### config.mk
export PLATFORM = sky130hd
export DESIGN_NAME = cpc_config_regs
export DESIGN_NICKNAME = d
export VERILOG_FILES = /design/src/cpc_byte_reg.v /design/src/cpc_config_regs.v
export VERILOG_INCLUDE_DIRS = /design/src
export SDC_FILE = /design/constraint.sdc
export NUM_CORES = 1
export LEC_CHECK = 0
export BUFFER_PORTS_ARGS = -buffer_cell sky130_fd_sc_hd__buf_2
export CAP_MARGIN = 25
export CELL_PAD_IN_SITES_DETAIL_PLACEMENT = 1
export CELL_PAD_IN_SITES_GLOBAL_PLACEMENT = 1
export CORE_MARGIN = 1
export CORE_UTILIZATION = 46
export CTS_BUF_LIST = sky130_fd_sc_hd__clkbuf_4
export DETAILED_ROUTE_END_ITERATION = 7
export PLACE_DENSITY = 0.91
export SYNTH_ARGS = -nofsm -noshare
export SYNTH_HDL_FRONTEND = slang
export SYNTH_SLANG_ARGS = --single-unit
### constraint.sdc
create_clock -name ref_clk -period 3.17 [get_ports ref_clk]
set_input_delay 0.634 -clock ref_clk [delete_from_list [all_inputs] [get_ports ref_clk]]
set_output_delay 0.634 -clock ref_clk [all_outputs]
set_load 0.01 [all_outputs]
### src/cpc_defines.vh
// register map, field positions and reset values of the clock path configuration bank
`ifndef CPC_DEFINES_VH
`define CPC_DEFINES_VH
`define CPC_ADDR_W           16
`define CPC_REF_SRC_ADDR     16'h090E
`define CPC_IO_VSEL_ADDR     16'h0943
`define CPC_IN_CTRL_ADDR     16'h0949
`define CPC_IN_PD_EN_ADDR    16'h094A
`define CPC_HYS_LO_ADDR      16'h094E
`define CPC_HYS_HI_ADDR      16'h094F
`define CPC_MULT_INT_ADDR    16'h095E
`define CPC_DIV_CLK_EN_ADDR  16'h0A03
`define CPC_DIV_BYP_ADDR     16'h0A04
`define CPC_DIV_PWR_ADDR     16'h0A05
`define CPC_INIT_A_ADDR      16'h0B24
`define CPC_INIT_B_ADDR      16'h0B25
`define CPC_FRAC_GATE_ADDR   16'h0B44
`define CPC_LOOP_GATE_ADDR   16'h0B45
`define CPC_SIG_LOSS_GATE_ADDR 16'h0B46
`define CPC_FREQ_OFS_GATE_ADDR 16'h0B47
`define CPC_FREQ_OFS_DIV_ADDR  16'h0B48
`define CPC_DIV_DIS_ADDR     16'h0B4A
`define CPC_INIT_C_ADDR      16'h0B4E
`define CPC_CAL_LO_ADDR      16'h0B57
`define CPC_CAL_HI_ADDR      16'h0B58
`define CPC_SOFT_RST_ADDR    16'h001C
`define CPC_SOFT_RST_BIT     0
`define CPC_BUF_EN_LSB       0
`define CPC_IN_PULSED_LSB    4
`define CPC_LOOP0_FRAC_BIT   4
`define CPC_LOOP1_FRAC_BIT   5
`define CPC_REG_RESET        8'h00
`endif

### src/cpc_byte_reg.v
// one byte-wide configuration register with a writable-bit mask
`timescale 1ns/1ns
module cpc_byte_reg #(
  parameter [15:0] ADDR  = 16'h0000,
  parameter [7:0]  MASK  = 8'hFF,
  parameter [7:0]  RST_V = 8'h00
) (
  input  wire        ref_clk,
  input  wire        rst_b,
  input  wire        soft_rst,
  input  wire        wr_en,
  input  wire [15:0] addr,
  input  wire [7:0]  wdata,
  output wire        hit,
  output reg  [7:0]  q_r
);
  assign hit = (addr == ADDR);
  always @(posedge ref_clk or negedge rst_b) begin
    if (!rst_b) begin
      q_r <= RST_V & MASK;
    end else if (soft_rst) begin
      q_r <= RST_V & MASK;
    end else if (wr_en && hit) begin
      // undefined bits stay zero whatever is written
      q_r <= wdata & MASK;
    end
  end
endmodule // cpc_byte_reg

### src/cpc_config_regs.v
// clock path configuration register bank with decoded control outputs
//
// Functional notes
// - ref source bit0: crystal clear, oscillator set
// - io voltage bit0: 1.8V clear, 3.3V set
// - low nibble enables input buffers, else powerdown
// - high nibble selects pulsed single-ended input format for enabled inputs only
// - input n uses bits n and n+4
// - loop divider clocks run only when enabled
// - bypass bit chooses integer-only over fractional division
// - divider power bit zero powers loop divider down
// - predivider fraction clock gate, one disables
// - bits 4,5 gate loop feedback fraction clock
// - signal loss detector clock gate per input
// - five-bit divider clock disable, bits 0 and 1 stop loop dividers
// - hysteresis field spans two bytes, 12 bits
`timescale 1ns/1ns
`include "cpc_defines.vh"
module cpc_config_regs #(
  parameter N_IN   = 4,
  parameter N_LOOP = 2
) (
  input  wire                   ref_clk,
  input  wire                   rst_b,
  input  wire                   wr_en,
  input  wire                   rd_en,
  input  wire [`CPC_ADDR_W-1:0] addr,
  input  wire [7:0]             wdata,
  output reg  [7:0]             rdata_r,
  output reg                    rd_hit_r,
  output wire                   soft_rst_pulse,
  output wire                   ext_osc_sel,
  output wire                   io_3v3_sel,
  output wire [N_IN-1:0]        in_buf_en,
  output wire [N_IN-1:0]        in_buf_pwr_down,
  output wire [N_IN-1:0]        in_pulsed_fmt,
  output wire [N_IN-1:0]        input_to_phase_detector_enable,
  output wire [11:0]            input_hysteresis_select,
  output wire                   ref_multiplier_integer_mode,
  output wire [N_LOOP-1:0]      loop_divider_run,
  output wire [N_LOOP-1:0]      divider_bypass,
  output wire [N_LOOP-1:0]      divider_power,
  output wire [N_IN-1:0]        predivider_fraction_clk_on,
  output wire [N_LOOP-1:0]      loop_fraction_clk_on,
  output wire [N_LOOP-1:0]      loop_clock_on,
  output wire [N_IN-1:0]        signal_loss_detector_clk_on,
  output wire [4:0]             freq_offset_detector_gate,
  output wire [4:0]             freq_offset_divider_gate,
  output wire [4:0]             loop_divider_clock_disable,
  output wire [23:0]            init_control,
  output wire [11:0]            oscillator_cal_code
);
  localparam NREG = 20;

  wire [7:0]    q [0:NREG-1];
  wire [NREG-1:0] hit;
  reg           soft_rst_r;

  // soft reset register reads zero; a one in bit 0 resets the bank, all but the io voltage byte, next cycle
  assign soft_rst_pulse = soft_rst_r;
  always @(posedge ref_clk or negedge rst_b) begin
    if (!rst_b) begin
      soft_rst_r <= 1'b0;
    end else begin
      soft_rst_r <= wr_en && (addr == `CPC_SOFT_RST_ADDR) &&
                    wdata[`CPC_SOFT_RST_BIT];
    end
  end

  // masks hold only the defined bits of each byte
  cpc_byte_reg #(.ADDR(`CPC_REF_SRC_ADDR), .MASK(8'h01)) u_r0 (
    .ref_clk(ref_clk), .rst_b(rst_b), .soft_rst(soft_rst_r), .wr_en(wr_en),
    .addr(addr), .wdata(wdata), .hit(hit[0]), .q_r(q[0]));
  cpc_byte_reg #(.ADDR(`CPC_IO_VSEL_ADDR), .MASK(8'h01)) u_r1 (
    .ref_clk(ref_clk), .rst_b(rst_b), .soft_rst(1'b0), .wr_en(wr_en),
    .addr(addr), .wdata(wdata), .hit(hit[1]), .q_r(q[1]));
  cpc_byte_reg #(.ADDR(`CPC_IN_CTRL_ADDR), .MASK(8'hFF)) u_r2 (
    .ref_clk(ref_clk), .rst_b(rst_b), .soft_rst(soft_rst_r), .wr_en(wr_en),
    .addr(addr), .wdata(wdata), .hit(hit[2]), .q_r(q[2]));
  cpc_byte_reg #(.ADDR(`CPC_IN_PD_EN_ADDR), .MASK(8'h0F)) u_r3 (
    .ref_clk(ref_clk), .rst_b(rst_b), .soft_rst(soft_rst_r), .wr_en(wr_en),
    .addr(addr), .wdata(wdata), .hit(hit[3]), .q_r(q[3]));
  cpc_byte_reg #(.ADDR(`CPC_HYS_LO_ADDR), .MASK(8'hFF)) u_r4 (
    .ref_clk(ref_clk), .rst_b(rst_b), .soft_rst(soft_rst_r), .wr_en(wr_en),
    .addr(addr), .wdata(wdata), .hit(hit[4]), .q_r(q[4]));
  cpc_byte_reg #(.ADDR(`CPC_HYS_HI_ADDR), .MASK(8'h0F)) u_r5 (
    .ref_clk(ref_clk), .rst_b(rst_b), .soft_rst(soft_rst_r), .wr_en(wr_en),
    .addr(addr), .wdata(wdata), .hit(hit[5]), .q_r(q[5]));
  cpc_byte_reg #(.ADDR(`CPC_MULT_INT_ADDR), .MASK(8'h01)) u_r6 (
    .ref_clk(ref_clk), .rst_b(rst_b), .soft_rst(soft_rst_r), .wr_en(wr_en),
    .addr(addr), .wdata(wdata), .hit(hit[6]), .q_r(q[6]));
  cpc_byte_reg #(.ADDR(`CPC_DIV_CLK_EN_ADDR), .MASK(8'h03)) u_r7 (
    .ref_clk(ref_clk), .rst_b(rst_b), .soft_rst(soft_rst_r), .wr_en(wr_en),
    .addr(addr), .wdata(wdata), .hit(hit[7]), .q_r(q[7]));
  cpc_byte_reg #(.ADDR(`CPC_DIV_BYP_ADDR), .MASK(8'h03)) u_r8 (
    .ref_clk(ref_clk), .rst_b(rst_b), .soft_rst(soft_rst_r), .wr_en(wr_en),
    .addr(addr), .wdata(wdata), .hit(hit[8]), .q_r(q[8]));
  cpc_byte_reg #(.ADDR(`CPC_DIV_PWR_ADDR), .MASK(8'h03)) u_r9 (
    .ref_clk(ref_clk), .rst_b(rst_b), .soft_rst(soft_rst_r), .wr_en(wr_en),
    .addr(addr), .wdata(wdata), .hit(hit[9]), .q_r(q[9]));
  cpc_byte_reg #(.ADDR(`CPC_INIT_A_ADDR), .MASK(8'hFF)) u_r10 (
    .ref_clk(ref_clk), .rst_b(rst_b), .soft_rst(soft_rst_r), .wr_en(wr_en),
    .addr(addr), .wdata(wdata), .hit(hit[10]), .q_r(q[10]));
  cpc_byte_reg #(.ADDR(`CPC_INIT_B_ADDR), .MASK(8'hFF)) u_r11 (
    .ref_clk(ref_clk), .rst_b(rst_b), .soft_rst(soft_rst_r), .wr_en(wr_en),
    .addr(addr), .wdata(wdata), .hit(hit[11]), .q_r(q[11]));
  cpc_byte_reg #(.ADDR(`CPC_FRAC_GATE_ADDR), .MASK(8'h3F)) u_r12 (
    .ref_clk(ref_clk), .rst_b(rst_b), .soft_rst(soft_rst_r), .wr_en(wr_en),
    .addr(addr), .wdata(wdata), .hit(hit[12]), .q_r(q[12]));
  cpc_byte_reg #(.ADDR(`CPC_LOOP_GATE_ADDR), .MASK(8'h03)) u_r13 (
    .ref_clk(ref_clk), .rst_b(rst_b), .soft_rst(soft_rst_r), .wr_en(wr_en),
    .addr(addr), .wdata(wdata), .hit(hit[13]), .q_r(q[13]));
  cpc_byte_reg #(.ADDR(`CPC_SIG_LOSS_GATE_ADDR), .MASK(8'h0F)) u_r14 (
    .ref_clk(ref_clk), .rst_b(rst_b), .soft_rst(soft_rst_r), .wr_en(wr_en),
    .addr(addr), .wdata(wdata), .hit(hit[14]), .q_r(q[14]));
  cpc_byte_reg #(.ADDR(`CPC_FREQ_OFS_GATE_ADDR), .MASK(8'h1F)) u_r15 (
    .ref_clk(ref_clk), .rst_b(rst_b), .soft_rst(soft_rst_r), .wr_en(wr_en),
    .addr(addr), .wdata(wdata), .hit(hit[15]), .q_r(q[15]));
  cpc_byte_reg #(.ADDR(`CPC_FREQ_OFS_DIV_ADDR), .MASK(8'h1F)) u_r16 (
    .ref_clk(ref_clk), .rst_b(rst_b), .soft_rst(soft_rst_r), .wr_en(wr_en),
    .addr(addr), .wdata(wdata), .hit(hit[16]), .q_r(q[16]));
  cpc_byte_reg #(.ADDR(`CPC_DIV_DIS_ADDR), .MASK(8'h1F)) u_r17 (
    .ref_clk(ref_clk), .rst_b(rst_b), .soft_rst(soft_rst_r), .wr_en(wr_en),
    .addr(addr), .wdata(wdata), .hit(hit[17]), .q_r(q[17]));
  cpc_byte_reg #(.ADDR(`CPC_INIT_C_ADDR), .MASK(8'hFF)) u_r18 (
    .ref_clk(ref_clk), .rst_b(rst_b), .soft_rst(soft_rst_r), .wr_en(wr_en),
    .addr(addr), .wdata(wdata), .hit(hit[18]), .q_r(q[18]));
  cpc_byte_reg #(.ADDR(`CPC_CAL_LO_ADDR), .MASK(8'hFF)) u_r19 (
    .ref_clk(ref_clk), .rst_b(rst_b), .soft_rst(soft_rst_r), .wr_en(wr_en),
    .addr(addr), .wdata(wdata), .hit(hit[19]), .q_r(q[19]));

  // cal code high byte is kept apart so the array stays one decode per entry
  wire       cal_hi_hit;
  wire [7:0] cal_hi_q;
  cpc_byte_reg #(.ADDR(`CPC_CAL_HI_ADDR), .MASK(8'h0F)) u_r20 (
    .ref_clk(ref_clk), .rst_b(rst_b), .soft_rst(soft_rst_r), .wr_en(wr_en),
    .addr(addr), .wdata(wdata), .hit(cal_hi_hit), .q_r(cal_hi_q));

  // read mux: unmapped addresses and the soft reset byte return zero
  reg [7:0] rd_mux;
  reg       rd_any;
  integer   i;
  always @* begin
    rd_mux = 8'h00;
    rd_any = cal_hi_hit;
    if (cal_hi_hit) begin
      rd_mux = cal_hi_q;
    end
    for (i = 0; i < NREG; i = i + 1) begin
      if (hit[i]) begin
        rd_mux = rd_mux | q[i];
        rd_any = 1'b1;
      end
    end
  end

  always @(posedge ref_clk or negedge rst_b) begin
    if (!rst_b) begin
      rdata_r  <= 8'h00;
      rd_hit_r <= 1'b0;
    end else if (rd_en) begin
      rdata_r  <= rd_mux;
      rd_hit_r <= rd_any;
    end
  end

  assign ext_osc_sel = q[0][0];
  // io level stays across soft reset so the serial link keeps its thresholds
  assign io_3v3_sel  = q[1][0];

  genvar n;
  generate
    for (n = 0; n < N_IN; n = n + 1) begin : g_in
      assign in_buf_en[n]       = q[2][`CPC_BUF_EN_LSB + n];
      assign in_buf_pwr_down[n] = ~q[2][`CPC_BUF_EN_LSB + n];
      // format only matters while the buffer is powered
      assign in_pulsed_fmt[n]   = q[2][`CPC_IN_PULSED_LSB + n] &
                                  q[2][`CPC_BUF_EN_LSB + n];
      assign predivider_fraction_clk_on[n]  = ~q[12][n];
      assign signal_loss_detector_clk_on[n] = ~q[14][n] & in_buf_en[n];
    end
    for (n = 0; n < N_LOOP; n = n + 1) begin : g_loop
      // a divider runs only with enable, power and no disable together
      assign loop_divider_run[n] = q[7][n] & q[9][n] & ~q[17][n];
      assign loop_clock_on[n]    = ~q[13][n];
    end
  endgenerate

  assign input_to_phase_detector_enable = q[3][N_IN-1:0];
  assign input_hysteresis_select        = {q[5][3:0], q[4]};
  assign ref_multiplier_integer_mode    = q[6][0];
  assign divider_bypass                 = q[8][N_LOOP-1:0];
  assign divider_power                  = q[9][N_LOOP-1:0];
  assign loop_fraction_clk_on = {~q[12][`CPC_LOOP1_FRAC_BIT],
                                 ~q[12][`CPC_LOOP0_FRAC_BIT]};
  assign freq_offset_detector_gate      = q[15][4:0];
  assign freq_offset_divider_gate       = q[16][4:0];
  assign loop_divider_clock_disable     = q[17][4:0];
  assign init_control                   = {q[18], q[11], q[10]};
  assign oscillator_cal_code            = {cal_hi_q[3:0], q[19]};
endmodule // cpc_config_regs

==> impl_metrics.yaml <==
power_and_ir_drop:
  switchingPower_mw: 0.6152
  ir_drop_mv: 0.1899
  seq_power_share_pct: 58.1
  total_power_mw: 2.351
  p_leak_nw: 3.624
  power_frac_comb_pct: 9.0
  switching_share_pct: 26.17
  intPower_mw: 1.735
  clkPwrFrac_pct: 32.9
  powerDensity_mw_per_mm2: 343.1
grt:
  grt_pass1_wl_um: 34240
  antenna_found_initial: 1
  first_global_vias: 5870
  grt_overflow: 0
  grt_max_degree: 96
  grtUsageTotal_pct: 31.77
setup_path:
  crit_arrival_ns: 2.87
  endpoint_kind: "register"
  crit_path_start: "addr[10]"
  reg2reg_from: "u_r5.q_r[3]$_DFFE_PN0P_"
  startpoint_type: "input pin"
  critPathKind: "in -> reg"
  critPathMaxFanout: 8
  required_ns: 3.59
drt:
  vias: 5736
  routed_wl_um: 22070
  drtAntennaViolNets: 0
  drcViolationCount: 0
  via_per_inst: 6.194
  drtIter0Drc: 540
  drt-pass1-iter-count: 7
  routedWlPerCell_um: 23.83
final_layout:
  area_delta_synth_final_pct: 7.183
  design_area_mm2: 0.006852
  fin_nets: 774
  fin_util_pct: 51.13
  final_cell_mix: "buf_2, dfrtp_1, nor2_1"
  layout_commonest_cell: "buf_2"
  num-fill-cells: 1619
  drive_gt1_share_pct: 25.50
placed_design:
  placed_cell_area_mm2: 0.006704
  dp_hpwl_um: 16030
  io_buffers: 137
  place.gp.congestion: 0.9481
timing:
  setup_viol: 0
  fin_crit_sh_pct: 77.24
  min_period_ns: 2.449
  finalClockSkew_ns: 0.01718
  tightestPinTransition_ns: 1.001
  rsz0062_at_grt: "no"
  relSlewSlack_pct: 33.24
  finalSetupTns_ns: 0
  max_freq_mhz: 408.4
  maxSlewViolCount: 0
  hold_viol_final: 0
synthesis:
  avgSynthCellArea_um2: 9.119
  synth_edf_count: 0
  netlist_instances: 701
  synthesis.nets: 729
  synth_async_sr_flop_share_pct: 100.0
  yosys_warnings: 0
  synth_top_flop_cell: "dfrtp_1"
  synth_seq_cells: 106
  synthesis.area_mm2: 0.006392
  ys_types: 58
  ys_seq_area_share_pct: 41.50
floorplanning:
  die_x_um: 119.9
  die-area_mm2: 0.01437
  ios: 138
  start_util_pct: 47.70
  die_h_um: 119.9
  rows: 42
  core_area_mm2: 0.01340
cts:
  cts_sinks: 106
  cts_tree: "done"
  holdBufCountCts: 0
  cts.path.max_buffers: 2
  cts_buffers: 9
  cts_setup_buffers: 0
  cts_resized: 0
  root_buffer: "clkbuf_4"
  clk_pin_slew_ns: 0.16
  clk_latency_ns: 0.50
  htreeDepth: 3
run:
  drv_cap: 0
status:
  status: "completed"
worst_hold_path:
  hp-class: "in -> async"
-- stage by stage --
step | instances | hold slack [ns] | worst slack [ns]
floorplan | 701 | 0.3384 | 0.8662
global placement | 911 | 0.5063 | 0.3294
detailed placement | 911 | 0.5207 | 0.2337
CTS | 925 | 0.2270 | 0.7902
global route | 926 | 0.2741 | 0.6445
finish | 926 | 0.2251 | 0.7215
-- Yosys cell counts (7+ instances only) --
library cell	instances	share of area, %
nand3_1	37	2.9
nor3b_1	7	0.82
nand2_1	73	4.3
inv_1	15	0.88
mux2i_1	59	9.2
nor2_1	83	4.9
dfrtp_1	106	41
and2_1	8	0.78
a21oi_1	50	3.9
nor3_1	9	0.70
and3_1	11	1.1
o21ai_0	7	0.55
clkbuf_1	32	1.9
mux2_2	7	1.2
buf_2	14	1.1
a22oi_1	8	0.94
a31oi_1	8	0.78
buf_4	72	8.5
-- sequential cells by signal (all words and copies together), names as in the netlist, 2 cells and up --
signal and flops:
u_r17.q_r 5, u_r18.q_r 8, u_r20.q_r 4, u_r5.q_r 4, u_r8.q_r 2, u_r16.q_r 5
u_r10.q_r 8, u_r7.q_r 2, u_r12.q_r 6, u_r19.q_r 8, u_r9.q_r 2, u_r4.q_r 8
u_r11.q_r 8, u_r15.q_r 5, u_r2.q_r 8, u_r3.q_r 4, rdata_r 8, u_r14.q_r 4
u_r13.q_r 2
-- power groups by stage --
stage	clock [mW]	sequential (mW)	combinational (mW)
global route	0.820	1.37	0.226
detailed placement	0	1.39	0.208
floorplan	0	1.39	0.0923
global placement	0	1.39	0.202
CTS	0.777	1.37	0.209
finish	0.772	1.37	0.213
-- path summary, 6_finish.rpt --
kind	end	slack, ns	depth (start not counted)
setup / recovery	u_r19.q_r[0]$_DFFE_PN0P_	0.72	6
min in group ref_clk	u_r19.q_r[7]$_DFFE_PN0P_	0.45	3
setup reg to reg	rdata_r[3]$_DFFE_PN0P_	1.04	5
max in group asynchronous	rdata_r[2]$_DFFE_PN0P_	2.13	2
hold / removal	u_r16.q_r[3]$_DFFE_PN0P_	0.23	1
hold reg to reg	rdata_r[5]$_DFFE_PN0P_	0.56	1
-- cell type report --
cell class / count / area, um2 / share of cell area [%]
Multi-Input combinational cell: 460 / 2945 / 42.99
Sequential cell: 106 / 2654 / 38.73
Timing Repair Buffer: 154 / 828.3 / 12.09
Tap cell: 176 / 220.2 / 3.214
Clock buffer: 10 / 75.07 / 1.096
Clock inverter: 4 / 70.07 / 1.023
Inverter: 15 / 56.30 / 0.8218
Antenna cell: 1 / 2.502 / 0.03652
-- critical path: stages --
cell     delay [ns]
buf_2          0.12
or4b_1         0.68
nor4_4         0.65
and2_1         0.46
nand2_1        0.13
a21oi_1        0.19
-- kinds of logic (layout without fill, tap and decap cells) --
kind of cell	count (synthesis)	count (layout)	synth area share, %
XOR/XNOR	2	2	0.2741
multiplexers	66	66	10.47
other	0	1	0
AND/OR/NAND/NOR	286	286	24.60
flip-flops	106	106	41.50
AO/OA/AOI/OAI	106	106	10.73
buffers and inverters	135	183	12.43
-- routing by layer --
metal	vias to the layer above	track usage, %	wire (um)	share of wire, %
met5	-	0	0	0
met4	0	15.55	813	3.7
met3	57	4.468	1532	6.9
met2	308	48.05	10060	46
met1	2877	44.68	9662	44
li1	2494	-	-	-
(Power assumes the default switching activity.)
